===== src/verilog/seac_pkg.sv =====
// shared constants for the serial rom controller
package seac_pkg;
	// register byte offsets on the apb side
	localparam logic [11:0] ADDR_CSR = 12'h070; // control and status word
	localparam logic [11:0] ADDR_IRQ_STAT = 12'h100; // sticky event bits, write one to clear
	localparam logic [11:0] ADDR_IRQ_MASK = 12'h104; // event enables
	localparam logic [11:0] ADDR_SHADOW = 12'h180; // autoloaded words, one per register slot
	localparam int SHADOW_TAG_LSB = 6; // bits from this one up pick the shadow window

	// control word field positions
	localparam int B_INIT = 0;
	localparam int B_CMD = 1;
	localparam int B_ERR = 2;
	localparam int B_DONE = 3;
	localparam int F_CLK_LSB = 4;
	localparam int B_LDIS = 6;
	localparam int B_FAST = 7;
	localparam int B_BUSY = 8;
	localparam int F_ADDR_LSB = 9;
	localparam int F_DATA_LSB = 16;
	localparam int ADDR_W = 7; // eeprom word address width
	localparam int DATA_W = 16; // eeprom word width
	localparam logic FAST_RST = 1'b1; // fast autoload out of reset

	// interrupt status bits
	localparam int IRQ_ACC = 0; // software access finished
	localparam int IRQ_NACK = 1; // missing acknowledge seen
	localparam int IRQ_LOAD = 2; // autoload finished
	localparam int IRQ_W = 3;

	// serial clock divide ratios, in core clocks per serial bit
	localparam int DIV_SEL0 = 4096;
	localparam int DIV_SEL1 = 2048;
	localparam int DIV_SEL2 = 1024;
	localparam int DIV_SEL3 = 128;
	localparam int QUARTERS = 4; // each bit is four phases
	localparam int FAST_SHIFT = 3; // fast autoload runs eight times quicker
	localparam int QCNT_W = 11; // holds the longest quarter count
	localparam logic [QCNT_W-1:0] Q_SEL0 = QCNT_W'(DIV_SEL0 / QUARTERS);
	localparam logic [QCNT_W-1:0] Q_SEL1 = QCNT_W'(DIV_SEL1 / QUARTERS);
	localparam logic [QCNT_W-1:0] Q_SEL2 = QCNT_W'(DIV_SEL2 / QUARTERS);
	localparam logic [QCNT_W-1:0] Q_SEL3 = QCNT_W'(DIV_SEL3 / QUARTERS);

	// serial sequencing
	localparam logic [1:0] Q_SAMPLE = 2'd2; // phase in which the data line is sampled
	localparam logic [1:0] Q_LAST = 2'd3;
	localparam logic [3:0] LAST_BIT = 4'd8; // bit slot 8 is the acknowledge
	localparam logic [2:0] BYTE_MSB = 3'd7;
	localparam logic [2:0] STEP_FIRST = 3'd0;
	localparam logic [2:0] STEP_CTRL = 3'd1;
	localparam logic [2:0] STEP_WADDR = 3'd2;
	localparam logic [2:0] STEP_RSTART = 3'd3; // repeated start on reads
	localparam logic [2:0] STEP_DHI = 3'd3; // high data byte on writes
	localparam logic [2:0] STEP_CTRL_RD = 3'd4;
	localparam logic [2:0] STEP_RX_HI = 3'd5;
	localparam logic [2:0] STEP_STOP_WR = 3'd5;
	localparam logic [2:0] STEP_STOP_RD = 3'd7;

	// autoload image
	localparam int LOAD_WORDS = 16;
	localparam int LOAD_AW = 4;

	typedef enum logic [1:0] {OP_START, OP_TX, OP_RX, OP_STOP} seac_op_t;
	typedef enum logic {S_IDLE, S_RUN} seac_state_t;
endpackage


===== src/verilog/seac_clkdiv.sv =====
`timescale 1ns/1ns
// phase tick generator for the serial clock
module seac_clkdiv (
	input wire logic pclk,
	input wire logic presetn,
	input wire logic ce,
	input wire logic run,
	input wire logic [1:0] sel,
	input wire logic fast,
	output logic tick
);
	import seac_pkg::*;

	logic [QCNT_W-1:0] cnt; // down counter inside one quarter
	logic [QCNT_W-1:0] base; // quarter length from the select code
	logic [QCNT_W-1:0] quarter; // quarter length after the fast shift
	logic [QCNT_W-1:0] reload;

	// ratio lookup
	assign base = (sel == 2'b00) ? Q_SEL0 : (sel == 2'b01) ? Q_SEL1 : (sel == 2'b10) ? Q_SEL2 : Q_SEL3;
	// fast mode divides every quarter by eight
	assign quarter = fast ? (base >> FAST_SHIFT) : base;
	assign reload = quarter - QCNT_W'(1);
	// frozen with the clock enable so phases never slip
	assign tick = ce & run & (cnt == '0);

	// counter reloads while idle so the first quarter is full length
	always_ff @(posedge pclk or negedge presetn) begin
		if (!presetn) begin
			cnt <= '0;
		end else if (ce) begin
			if (!run || cnt == '0) begin
				cnt <= reload;
			end else begin
				cnt <= cnt - QCNT_W'(1);
			end
		end
	end

	property p_fast_gap;
		@(posedge pclk) disable iff (!presetn || !ce)
		(tick && fast && sel == 2'b11) |=> (!tick)[*3] ##1 (tick || !run);
	endproperty
	a_fast_gap: assert property (p_fast_gap) else $error("fast quarter is not four clocks");

	property p_slow_gap;
		@(posedge pclk) disable iff (!presetn || !ce)
		(tick && !fast && sel == 2'b11) |=> (!tick)[*8];
	endproperty
	a_slow_gap: assert property (p_slow_gap) else $error("normal quarter too short");
endmodule // seac_clkdiv


===== src/verilog/seac_shadow_mem.sv =====
`timescale 1ns/1ns
// holds the autoloaded configuration words
module seac_shadow_mem (
	input wire logic pclk,
	input wire logic ce,
	input wire logic we,
	input wire logic [seac_pkg::LOAD_AW-1:0] waddr,
	input wire logic [seac_pkg::DATA_W-1:0] wdata,
	input wire logic [seac_pkg::LOAD_AW-1:0] raddr,
	output logic [seac_pkg::DATA_W-1:0] rdata
);
	import seac_pkg::*;

	logic [DATA_W-1:0] mem [LOAD_WORDS]; // no reset, contents valid only after a good load

	// one write port from the loader, one registered read port for the bus
	always_ff @(posedge pclk) begin
		if (ce) begin
			if (we) begin
				mem[waddr] <= wdata;
			end
			rdata <= mem[raddr];
		end
	end
endmodule // seac_shadow_mem


===== src/verilog/seac_ctrl.sv =====
`timescale 1ns/1ns
// What this block does
// - initiate rising starts cycle, command picks direction
// - initiate bit self-clears when cycle finishes
// - error flag set on missing acknowledge
// - completion flag shows successful autoload
// - serial clock divided by selected ratio
// - autoload runs only when control bit six zero
// - fast bit speeds autoload eightfold, reset one
// - busy bit eight high during autoload
// - word address field addresses software cycle
// - data field supplies word for writes
module seac_ctrl #(
	parameter logic [6:0] DEV_SEL = 7'h50 // bus select code of the rom, arbitrary default
) (
	input wire logic pclk,
	input wire logic presetn,
	input wire logic ce,
	input wire logic psel,
	input wire logic penable,
	input wire logic pwrite,
	input wire logic [11:0] paddr,
	input wire logic [31:0] pwdata,
	output logic [31:0] prdata,
	output logic pready,
	output logic pslverr,
	output logic irq,
	output logic rom_scl,
	input wire logic rom_sda_in,
	output logic rom_sda_out,
	output logic rom_sda_oe_n
);
	import seac_pkg::*;

	seac_state_t state; // serial engine state
	logic [2:0] step; // position in the frame
	logic [3:0] bitn; // bit slot within a byte, 8 is acknowledge
	logic [1:0] q; // quarter phase of the current bit
	logic cur_read; // direction of the frame in flight
	logic [ADDR_W-1:0] cur_addr; // word address latched at start
	logic [DATA_W-1:0] cur_wdata; // write word latched at start
	logic [DATA_W-1:0] rx_word; // shift register for read data
	logic nack_cur; // this frame lost an acknowledge
	logic autoload_act; // autoload in progress
	logic load_pending; // autoload still owed since reset
	logic [LOAD_AW-1:0] load_idx; // word being loaded
	// control word fields
	logic init_bit;
	logic cmd_bit;
	logic err_flag;
	logic load_done;
	logic [1:0] clk_sel;
	logic load_dis;
	logic fast_load;
	logic [ADDR_W-1:0] word_addr;
	logic [DATA_W-1:0] data_field;
	logic [IRQ_W-1:0] irq_stat;
	logic [IRQ_W-1:0] irq_mask;
	logic mem_wait; // shadow reads take one extra cycle
	// data line synchroniser
	logic sda_s1;
	logic sda_s2;
	logic sda_s3;
	logic sda_filt;

	// bus decode
	wire hit_csr = (paddr == ADDR_CSR);
	wire hit_stat = (paddr == ADDR_IRQ_STAT);
	wire hit_mask = (paddr == ADDR_IRQ_MASK);
	wire hit_mem = (paddr[11:SHADOW_TAG_LSB] == ADDR_SHADOW[11:SHADOW_TAG_LSB]);
	wire hit_any = hit_csr | hit_stat | hit_mask | hit_mem;
	wire access = psel & penable & pready;
	wire wr_en = access & pwrite;
	wire wr_csr = wr_en & hit_csr;
	wire [LOAD_AW-1:0] mem_raddr = paddr[LOAD_AW+1:2];
	wire [DATA_W-1:0] mem_rdata;

	// serial engine decode
	wire tick;
	wire running = (state == S_RUN);
	wire [2:0] stop_step = cur_read ? STEP_STOP_RD : STEP_STOP_WR;
	seac_op_t cur_op;
	assign cur_op = (step == STEP_FIRST || (cur_read && step == STEP_RSTART)) ? OP_START :
		(step == stop_step) ? OP_STOP :
		(cur_read && step >= STEP_RX_HI) ? OP_RX : OP_TX;
	// byte on the wire for each transmit step
	wire [7:0] tx_byte = (step == STEP_CTRL) ? {DEV_SEL, 1'b0} :
		(step == STEP_WADDR) ? {1'b0, cur_addr} :
		cur_read ? {DEV_SEL, 1'b1} :
		(step == STEP_DHI) ? cur_wdata[15:8] : cur_wdata[7:0];
	wire tx_bit = tx_byte[BYTE_MSB - bitn[2:0]];
	wire ack_slot = (bitn == LAST_BIT);
	// acknowledge the high read byte, decline the low one to end the read
	wire rx_ack = (step != STEP_RX_HI);
	wire sda_want = (cur_op == OP_START) ? ~q[1] :
		(cur_op == OP_STOP) ? q[1] :
		(cur_op == OP_TX) ? (ack_slot | tx_bit) : (~ack_slot | rx_ack);
	wire scl_want = (cur_op == OP_STOP) ? (q != 2'd0) : (q == 2'd1 || q == 2'd2);
	wire q_end = tick & (q == Q_LAST);
	wire sample = tick & (q == Q_SAMPLE);
	// released line high in the acknowledge slot means nobody answered
	wire nack_now = sample & (cur_op == OP_TX) & ack_slot & sda_filt;
	wire rx_shift = sample & (cur_op == OP_RX) & ~ack_slot;
	wire frame_end = q_end & (cur_op == OP_STOP);
	wire frame_ok = frame_end & ~nack_cur;
	wire last_word = (load_idx == LOAD_AW'(LOAD_WORDS - 1));
	wire load_next = frame_ok & autoload_act & ~last_word;
	wire load_finish = frame_end & autoload_act & (nack_cur | last_word);
	wire sw_end = frame_end & ~autoload_act;
	wire idle = ce & ~running;
	// autoload is owed once per reset; a disable written on that very edge still holds it off
	wire load_start = idle & load_pending & ~load_dis & ~(wr_csr & pwdata[B_LDIS]);
	wire load_skip = idle & load_pending & (load_dis | (wr_csr & pwdata[B_LDIS]));
	// only a zero to one change of initiate starts a cycle
	wire start_req = ce & wr_csr & pwdata[B_INIT] & ~init_bit & ~running & ~load_pending & ~autoload_act;
	wire mem_we = ce & frame_ok & autoload_act;
	wire [IRQ_W-1:0] irq_ev = {load_finish, nack_now, sw_end};

	// read back of the control word, busy shows the loader
	wire [31:0] csr_rdata = {data_field, word_addr, autoload_act, fast_load, load_dis, clk_sel,
		load_done, err_flag, cmd_bit, init_bit};
	wire [31:0] reg_rdata = hit_csr ? csr_rdata :
		hit_stat ? {29'h0, irq_stat} :
		hit_mask ? {29'h0, irq_mask} : 32'h0;

	assign pready = ce & (~hit_mem | mem_wait);
	assign pslverr = access & (~hit_any | (pwrite & hit_mem));
	assign irq = |(irq_stat & irq_mask);
	assign rom_sda_out = 1'b0;

	seac_clkdiv u_div (
		.pclk(pclk),
		.presetn(presetn),
		.ce(ce),
		.run(running),
		.sel(clk_sel),
		.fast(autoload_act & fast_load),
		.tick(tick)
	);

	seac_shadow_mem u_mem (
		.pclk(pclk),
		.ce(ce),
		.we(mem_we),
		.waddr(load_idx),
		.wdata(rx_word),
		.raddr(mem_raddr),
		.rdata(mem_rdata)
	);

	// three stage input sync, a change counts when stages two and three agree
	always_ff @(posedge pclk or negedge presetn) begin
		if (!presetn) begin
			sda_s1 <= 1'b1;
			sda_s2 <= 1'b1;
			sda_s3 <= 1'b1;
			sda_filt <= 1'b1;
		end else if (ce) begin
			sda_s1 <= rom_sda_in;
			sda_s2 <= sda_s1;
			sda_s3 <= sda_s2;
			if (sda_s2 == sda_s3) begin
				sda_filt <= sda_s3;
			end
		end
	end

	// pins registered, both lines idle high between frames
	always_ff @(posedge pclk or negedge presetn) begin
		if (!presetn) begin
			rom_scl <= 1'b1;
			rom_sda_oe_n <= 1'b1;
		end else if (ce) begin
			rom_scl <= running ? scl_want : 1'b1;
			rom_sda_oe_n <= running ? sda_want : 1'b1;
		end
	end

	// engine state and frame position
	always_ff @(posedge pclk or negedge presetn) begin
		if (!presetn) begin
			state <= S_IDLE;
			step <= STEP_FIRST;
			bitn <= '0;
			q <= '0;
		end else if (ce) begin
			case (state)
				S_IDLE: begin
					step <= STEP_FIRST;
					bitn <= '0;
					q <= '0;
					// software or loader kicks off a frame
					if (start_req || load_start) begin
						state <= S_RUN;
					end
				end
				S_RUN: begin
					if (tick) begin
						q <= q + 2'd1;
					end
					if (frame_end) begin
						// next autoload word chains without a gap
						state <= load_next ? S_RUN : S_IDLE;
						step <= STEP_FIRST;
					end else if (q_end && cur_op == OP_START) begin
						step <= step + 3'd1;
					end else if (q_end && ack_slot) begin
						// a lost acknowledge cuts straight to stop
						step <= nack_cur ? stop_step : step + 3'd1;
						bitn <= '0;
					end else if (q_end) begin
						bitn <= bitn + 4'd1;
					end
				end
				default: begin
					state <= S_IDLE;
				end
			endcase
		end
	end

	// frame operands, latched so software may rewrite fields mid frame
	always_ff @(posedge pclk or negedge presetn) begin
		if (!presetn) begin
			cur_read <= 1'b1;
			cur_addr <= '0;
			cur_wdata <= '0;
			rx_word <= '0;
			nack_cur <= 1'b0;
		end else if (ce) begin
			if (load_start) begin
				cur_read <= 1'b1;
				cur_addr <= '0;
				nack_cur <= 1'b0;
			end else if (start_req) begin
				// operands come from the same write that sets initiate
				cur_read <= ~pwdata[B_CMD];
				cur_addr <= pwdata[F_ADDR_LSB +: ADDR_W];
				cur_wdata <= pwdata[F_DATA_LSB +: DATA_W];
				nack_cur <= 1'b0;
			end else if (load_next) begin
				// words are fetched in rising address order
				cur_addr <= cur_addr + 7'd1;
				nack_cur <= 1'b0;
			end else if (nack_now) begin
				nack_cur <= 1'b1;
			end
			if (rx_shift) begin
				rx_word <= {rx_word[DATA_W-2:0], sda_filt};
			end
		end
	end

	// autoload bookkeeping
	always_ff @(posedge pclk or negedge presetn) begin
		if (!presetn) begin
			load_pending <= 1'b1;
			autoload_act <= 1'b0;
			load_idx <= '0;
			load_done <= 1'b0;
		end else if (ce) begin
			if (load_start || load_skip) begin
				load_pending <= 1'b0;
			end
			if (load_start) begin
				autoload_act <= 1'b1;
				load_idx <= '0;
				load_done <= 1'b0;
			end else if (load_next) begin
				load_idx <= load_idx + LOAD_AW'(1);
			end else if (load_finish) begin
				autoload_act <= 1'b0;
				load_done <= ~nack_cur;
			end
		end
	end

	// control word: software fields and hardware status
	always_ff @(posedge pclk or negedge presetn) begin
		if (!presetn) begin
			init_bit <= 1'b0;
			cmd_bit <= 1'b0;
			err_flag <= 1'b0;
			clk_sel <= 2'b00;
			load_dis <= 1'b0;
			fast_load <= FAST_RST;
			word_addr <= '0;
			data_field <= '0;
		end else if (ce) begin
			if (wr_csr) begin
				cmd_bit <= pwdata[B_CMD];
				clk_sel <= pwdata[F_CLK_LSB +: 2];
				load_dis <= pwdata[B_LDIS];
				fast_load <= pwdata[B_FAST];
				word_addr <= pwdata[F_ADDR_LSB +: ADDR_W];
				data_field <= pwdata[F_DATA_LSB +: DATA_W];
			end
			if (start_req) begin
				init_bit <= 1'b1;
			end else if (sw_end) begin
				init_bit <= 1'b0;
			end
			// error covers the latest cycle or the whole autoload
			if (nack_now) begin
				err_flag <= 1'b1;
			end else if (start_req || load_start) begin
				err_flag <= 1'b0;
			end
			// read result beats a software write of the same cycle
			if (sw_end && cur_read && !nack_cur) begin
				data_field <= rx_word;
			end
		end
	end

	// interrupt status and mask, a new event beats a clear
	always_ff @(posedge pclk or negedge presetn) begin
		if (!presetn) begin
			irq_stat <= '0;
			irq_mask <= '0;
		end else if (ce) begin
			irq_stat <= (irq_stat & ~((wr_en & hit_stat) ? pwdata[IRQ_W-1:0] : 3'h0)) | irq_ev;
			if (wr_en && hit_mask) begin
				irq_mask <= pwdata[IRQ_W-1:0];
			end
		end
	end

	// read data taken in setup, shadow words one cycle later
	always_ff @(posedge pclk or negedge presetn) begin
		if (!presetn) begin
			prdata <= '0;
			mem_wait <= 1'b0;
		end else if (ce) begin
			mem_wait <= psel & penable & hit_mem & ~mem_wait;
			if (psel && !penable) begin
				prdata <= reg_rdata;
			end else if (psel && penable && hit_mem && !mem_wait) begin
				prdata <= {16'h0, mem_rdata};
			end
		end
	end

	property p_start;
		@(posedge pclk) disable iff (!presetn)
		start_req |=> running && init_bit;
	endproperty
	a_start: assert property (p_start) else $error("initiate did not start a cycle");

	property p_init_clear;
		@(posedge pclk) disable iff (!presetn)
		sw_end |=> !init_bit && !running;
	endproperty
	a_init_clear: assert property (p_init_clear) else $error("initiate not cleared at end");

	property p_err;
		@(posedge pclk) disable iff (!presetn)
		nack_now |=> err_flag ##1 (err_flag || !running);
	endproperty
	a_err: assert property (p_err) else $error("missing acknowledge not flagged");

	property p_done;
		@(posedge pclk) disable iff (!presetn)
		load_finish |=> (load_done == !$past(nack_cur)) && !autoload_act;
	endproperty
	a_done: assert property (p_done) else $error("completion flag wrong");

	property p_skip;
		@(posedge pclk) disable iff (!presetn)
		load_skip |=> !autoload_act && !load_pending;
	endproperty
	a_skip: assert property (p_skip) else $error("autoload ran while disabled");

	property p_busy;
		@(posedge pclk) disable iff (!presetn)
		load_start |=> csr_rdata[B_BUSY] && running;
	endproperty
	a_busy: assert property (p_busy) else $error("busy not shown during autoload");

	property p_addr;
		@(posedge pclk) disable iff (!presetn)
		start_req |=> cur_addr == $past(pwdata[F_ADDR_LSB +: ADDR_W]) && cur_read == !$past(pwdata[B_CMD]);
	endproperty
	a_addr: assert property (p_addr) else $error("cycle address or direction wrong");

	property p_rd_data;
		@(posedge pclk) disable iff (!presetn)
		(sw_end && cur_read && !nack_cur) |=> data_field == $past(rx_word);
	endproperty
	a_rd_data: assert property (p_rd_data) else $error("read word not stored");

	property p_load_order;
		@(posedge pclk) disable iff (!presetn)
		load_next |=> cur_addr == $past(cur_addr) + 7'd1 && running;
	endproperty
	a_load_order: assert property (p_load_order) else $error("autoload skipped a word");
endmodule // seac_ctrl


===== config.mk =====
export PLATFORM = sky130hd
export DESIGN_NAME = seac_ctrl
export DESIGN_NICKNAME = d
export VERILOG_FILES = /design/src/verilog/seac_pkg.sv /design/src/verilog/seac_clkdiv.sv /design/src/verilog/seac_shadow_mem.sv /design/src/verilog/seac_ctrl.sv
export SDC_FILE = /design/constraint.sdc
export NUM_CORES = 1
export LEC_CHECK = 0
export BUFFER_PORTS_ARGS = -buffer_cell sky130_fd_sc_hd__buf_2
export CORE_MARGIN = 2
export CORE_UTILIZATION = 63
export CTS_BUF_LIST = sky130_fd_sc_hd__clkbuf_8
export DETAILED_ROUTE_END_ITERATION = 8
export MAX_ROUTING_LAYER = met4
export PLACE_DENSITY = 0.82
export RECOVER_POWER = 100
export SYNTH_ARGS = -nofsm -noshare
export SYNTH_HDL_FRONTEND = slang
export SYNTH_SLANG_ARGS = --single-unit

===== constraint.sdc =====
create_clock -name pclk -period 3.9 [get_ports pclk]
set_input_delay 0.78 -clock pclk [delete_from_list [all_inputs] [get_ports pclk]]
set_output_delay 0.78 -clock pclk [all_outputs]
set_load 0.005 [all_outputs]

==> metrics.cfg, run 1 <==
[setup_path]
r2r-start = step[2]$_DFFE_PN0P_
critical_path_class = primary input to output pin
cp-start-kind = primary input
crit_fanout = 37
r2r_slack_ns = 0.27
r2r_cells = 8
reg2reg_to = u_mem.mem[3][1]$_DFFE_PP_
end_kind = output pin
cp.arrival_ns = 2.92
crit_required_ns = 3.12

[timing]
fmax_ghz = 0.270
fin_crit_sh_pct = 94.9
skew_ns = 0.0364
hold_violations = 0
slew_headroom_pct = -44.0
grt_setup_unrepaired = false
setup_tns_ns = 0
worstMarginPinSlew_ns = 2.16
fin_crit_ns = 3.70
slew_viol_final = 88
finalSetupViolations = 0

[detailed_routing]
initialDrtViolationCount = 1158
drcViolationCount = 0
routedWlPerCell_microns = 24.1
vias = 10361
drt_first_pass_iters = 5
viasPerCell = 6.42
route.antenna.remaining_nets = 0
routed_wirelength_microns = 38900

[synthesis]
synth_nets = 1162
synth_top_area_share_pct = 47.0
synthCells = 1095
synth_top_cells_by_count = edfxtp_1 (272), dfrtp_1 (135), nand2_1 (96)
ys_types = 76
yosysWarningCount = 0
ys_ff_latch = 416
synthTopCellsByArea = edfxtp_1 (47%), dfrtp_1 (19%), mux4_2 (11%)
syn_area_sq_um = 17400
yosysSeqAreaShare_pct = 67.7
synth_top_area_cell = edfxtp_1
yosysMostFrequentCell = edfxtp_1
syn_area_per_cell_sq_um = 15.9
synth_edf_count = 272
synth_flop_cell = edfxtp_1
ys_async_sr_fraction_pct = 34.6

[cells_and_area]
stdcell_count = 1615
drive_gt1_share_pct = 24.9
antenna_cells = 0
syn2layout_area_growth_pct = 11.7
seq_area_sq_um = 11800
multiInputGateArea_sq_um = 5240
num-fill-cells = 1673
final_nets = 1292

[clocking]
cts-htree-levels = 3
ctsHoldBuffers = 0
cts_tree = done
cts-resized-gates = 0
clk_latency_ns = 0.60
clockBufferDepth = 3
path_clk_slew_ns = 0.06
cts_buffers = 66
postCtsSetupRepairBufs = 0
cts-root-buf = clkbuf_8
cts_num_sinks = 416

[global_route]
grt_max_degree = 88
grt_usage_pct = 29.2
grt_pass1_vias = 10600
grt_pass1_wl_microns = 60700
grt-ovfl-total = 0
antenna_found_initial = 0

[floorplan]
die-area_sq_um = 29000
die_x_microns = 170
die_h_microns = 170
core_area_sq_um = 27000
io_pins = 89
start_util_pct = 64.4
rows = 60

[worst_hold_path]
hold_path.class = primary input to flip-flop
hp-start = pwdata[31]
min_to = cur_wdata[15]$_DFFE_PN0P_
holdPathStages = 3

[power_and_ir_drop]
power_density_nw_per_um2 = 443
power_leakage_nw = 8.20
ir_drop_v = 0.000346

[run_status]
violations = capacitance limit, slew limit
status = finished, violations left

[placement]
place_hpwl_microns = 24700
dp_cells = 1498
gp_congestion = 0.877
port-buffer-count = 85

[job]
drv_cap = 2

-- area by class of cell --
cell class	count	share of cell area, %
inverters	27	0.522
repair buffers	125	3.28
multi-input cells	589	27.0
well taps	341	2.20
flip-flops and latches	416	60.6
clock inverters	47	1.46
clock buffers	70	4.96
-- cells by family (layout without fill, tap and decap cells) --
kind of cell | Yosys count | after routing | synth area share (%)
buffers and inverters | 90 | 269 | 2.16
flip-flops | 416 | 416 | 67.7
XOR/XNOR | 12 | 12 | 0.604
other | 1 | 1 | 0.0216
adder cells (fa/ha/maj) | 16 | 16 | 1.15
multiplexers | 145 | 145 | 14.6
AO/OA/AOI/OAI | 167 | 167 | 6.57
AND/OR/NAND/NOR | 248 | 248 | 7.17
-- critical path: stages --
cell and delay [ns]:
clkbuf_1 0.26, clkbuf_1 1.07, nand4_1 0.17, a41o_1 0.35, a21oi_1 0.17, clkbuf_1 0.13
-- sequential cells by signal, summed over array words and instances, names as in the netlist, 2 cells and up --
register	cells
q	2
u_mem.rdata	16
u_mem.mem	256
prdata	32
rx_word	16
irq_stat	3
step	3
data_field	16
cur_wdata	16
word_addr	7
irq_mask	3
load_idx	4
u_div.cnt	11
bitn	4
clk_sel	2
cur_addr	7
-- stage by stage --
step	hold slack, ns	power (mW)	instance area [sq um]	utilization [%]	setup slack, ns
detailed placement	0.459	5.21	18300	67.8	0.365
finish	0.416	8.61	19400	71.9	0.197
global placement	0.455	5.19	18300	67.8	0.485
CTS	0.252	8.68	19600	72.4	0.358
floorplan	0.438	5.06	17400	-	0.457
global route	0.404	8.90	19400	71.9	0.0307
-- placed cells by master (no fill, tap or decap), types with 16 or more instances in the layout --
cell type / Yosys / layout
edfxtp_1: 272 / 272
nand2_1: 96 / 97
buf_2: 18 / 59
inv_1: 27 / 47
ha_1: 16 / 16
mux2i_1: 22 / 22
mux2_2: 29 / 29
a22o_1: 21 / 21
dfrtp_1: 135 / 135
nor2_1: 55 / 52
mux4_2: 83 / 83
clkbuf_1: 27 / 31
a21oi_1: 48 / 48
clkbuf_8: 0 / 70
o21ai_0: 29 / 30
-- layer usage --
layer / vias up / GRT usage [%] / wire, microns
li1: 4520 / - / -
met1: 5297 / 38.9 / 15600
met2: 446 / 46.8 / 19600
met3: 98 / 4.21 / 2430
met4: 0 / 10.8 / 1230
met5: - / - / 0
-- worst max-delay path by stage --
| stage | startpoint | endpoint | slack [ns] | cells after the start |
|---|---|---|---|---|
| floorplan | step[0]$_DFFE_PN0P_ | u_mem.mem[15][0]$_DFFE_PP_ | 0.46 | 7 |
| global placement | step[0]$_DFFE_PN0P_ | u_mem.mem[9][4]$_DFFE_PP_ | 0.49 | 9 |
| detailed placement | step[0]$_DFFE_PN0P_ | u_mem.mem[8][4]$_DFFE_PP_ | 0.36 | 9 |
| CTS | step[0]$_DFFE_PN0P_ | u_mem.mem[8][0]$_DFFE_PP_ | 0.36 | 9 |
| global route | ce | pslverr | 0.03 | 6 |
| finish | ce | pslverr | 0.20 | 6 |
-- power breakdown --
| part | switching [mW] | internal, mW | leakage (nW) |
|---|---|---|---|
| registers | 0.0524 | 4.73 | 5.08 |
| logic | 0.201 | 0.128 | 2.40 |
| clock network | 1.68 | 1.82 | 0.716 |
No activity file was read; power rests on OpenSTA's default activity.
==> run 2, diff against run 1 <==
--- a/config.mk
+++ b/config.mk
@@ -7,11 +7,10 @@
 export LEC_CHECK = 0
 export BUFFER_PORTS_ARGS = -buffer_cell sky130_fd_sc_hd__buf_2
 export CORE_MARGIN = 2
-export CORE_UTILIZATION = 63
-export CTS_BUF_LIST = sky130_fd_sc_hd__clkbuf_8
+export CORE_UTILIZATION = 57
 export DETAILED_ROUTE_END_ITERATION = 8
 export MAX_ROUTING_LAYER = met4
-export PLACE_DENSITY = 0.82
+export PLACE_DENSITY = 0.75
 export RECOVER_POWER = 100
 export SYNTH_ARGS = -nofsm -noshare
 export SYNTH_HDL_FRONTEND = slang
==> metrics.cfg, run 2 (synthesis gave the netlist of run 1 again) <==
[run_status]
status = finished, violations left
violations = capacitance limit, slew limit

[clocking]
path_clk_slew_ns = 0.06
cts-htree-levels = 2
cts-resized-gates = 0
clk_latency_ns = 0.54
clockBufferDepth = 3
cts-root-buf = clkbuf_16
cts_num_sinks = 416
cts_buffers = 42
postCtsSetupRepairBufs = 0
ctsHoldBuffers = 0
cts_tree = done

[setup_path]
path_cells = clkbuf_1 -> buf_4 -> nand4_1 -> a41o_1 -> nor2_4 -> and2_0 -> clkbuf_1 -> nor2_1 -> a22o_1
critical_path_class = primary input to flip-flop
cp-start-kind = primary input
crit_required_ns = 4.32
cp.arrival_ns = 4.09
crit_top_cell = clkbuf_1
max_stage_delay_ns = 0.98
end_kind = flip-flop
cp_top_family = buffers and inverters
crit_fanout = 60
path_buf_inv = 3
cp_slowest_cell = clkbuf_1

[cells_and_area]
syn2layout_area_growth_pct = 13.0
mostFrequentLayoutCell = edfxtp_1
largest_register = u_mem.mem
drive_gt1_share_pct = 22.7
num-fill-cells = 2061
reg.largest.list = u_mem.mem (256), prdata (32)
antenna_cells = 0
final_nets = 1261
final_cell_mix = edfxtp_1 (272), dfrtp_1 (135), nand2_1 (97)
largest_register_ffs = 256

[detailed_routing]
route.antenna.remaining_nets = 0
vias = 10135
viasPerCell = 6.27
drt_first_pass_iters = 5
drcViolationCount = 0
routed_wirelength_microns = 39000
routedWlPerCell_microns = 24.1
initialDrtViolationCount = 829

[timing]
slew_viol_final = 155
skew_ns = 0.0137
fin_crit_sh_pct = 94.1
fin_ws_ns = 0.229
worstMarginPinSlew_ns = 2.22
hold_violations = 0
grt_setup_unrepaired = false
setup_tns_ns = 0
slew_headroom_pct = -47.9
fin_crit_ns = 3.67
finalSetupViolations = 0
fmax_ghz = 0.272

[placement]
port-buffer-count = 85
gp_congestion = 0.917
dp_slack_ns = 0.342
place_hpwl_microns = 24300

[floorplan]
die-area_sq_um = 31900
die_x_microns = 179
die_h_microns = 179
rows = 63
start_util_pct = 58.2
core_area_sq_um = 29900
io_pins = 89

[power_and_ir_drop]
power_density_nw_per_um2 = 461
power_leakage_nw = 8.10
ir_drop_v = 0.000360

[global_route]
grt_max_degree = 90
antenna_found_initial = 0
grt-ovfl-total = 0
grt_pass1_wl_microns = 59700
grt_pass1_vias = 9993
grt_usage_pct = 26.0

[worst_hold_path]
hold_path.class = primary input to flip-flop

[job]
drv_cap = 2

-- run 2: cell types whose count changed in the layout (fill, tap and decap cells not counted), sizes merged --
cell	delta
clkbuf	-14
buf	-3
bufinv	+1
inv	-25
clkinv	-7
-- run 2: tightest hold or removal path: stages --
cell and delay [ns]:
buf_2 0.08, nand2_1 0.04, o21ai_0 0.05
-- run 2: path summary, 6_finish.rpt --
check	from	endpoint	slack [ns]	cells after the start
max	ce	cur_addr[3]$_DFFE_PN0P_	0.23	9
min	pwdata[4]	clk_sel[0]$_DFFE_PN0N_	0.46	3
max reg2reg	step[0]$_DFFE_PN0P_	u_mem.mem[5][0]$_DFFE_PP_	0.27	8
min reg2reg	cur_wdata[15]$_DFFE_PN0P_	cur_wdata[15]$_DFFE_PN0P_	0.48	2
max in group asynchronous	presetn	u_div.cnt[1]$_DFFE_PN0P_	1.29	2
min in group asynchronous	presetn	irq_mask[2]$_DFFE_PN0P_	0.91	1
-- run 2: power breakdown --
group | internal [mW] | leakage, nW | switching (mW) | total [mW]
Clock | 2.31 | 0.664 | 1.65 | 3.95
Combinational | 0.130 | 2.36 | 0.202 | 0.332
Sequential | 4.73 | 5.08 | 0.0536 | 4.78
Total | 7.16 | 8.10 | 1.90 | 9.07
-- run 2: final cells by class --
type,instances,area [sq um],area share [%]
clock inverter,16,199,1.01
sequential,416,11800,60.0
tap,390,488,2.48
inverter,27,101,0.516
multi-input combinational,589,5240,26.7
clock buffer,60,1170,5.97
timing repair buffer,118,672,3.42
-- run 2: per-layer routing --
layer | up-vias | share of wire [%] | wire length (microns) | global-route usage, %
met1 | 5199 | 41 | 15900 | 35.5
met3 | 65 | 6.3 | 2470 | 3.18
li1 | 4431 | - | - | -
met4 | 0 | 2.1 | 801 | 6.54
met2 | 440 | 51 | 19800 | 42.4
met5 | - | 0 | 0 | -
-- run 2: per-stage QoR --
step	cells	hold slack, ns	instance area (sq um)	utilization (%)	power, mW
6_report	1616	0.455	19700	65.8	9.07
3_5_place_dp	1540	0.459	18400	61.6	5.21
4_1_cts	1616	0.342	19800	66.2	9.14
2_1_floorplan	1095	0.438	17400	-	5.06
5_1_grt	1616	0.461	19700	65.8	9.34
3_3_place_gp	1540	0.453	18400	61.6	5.20
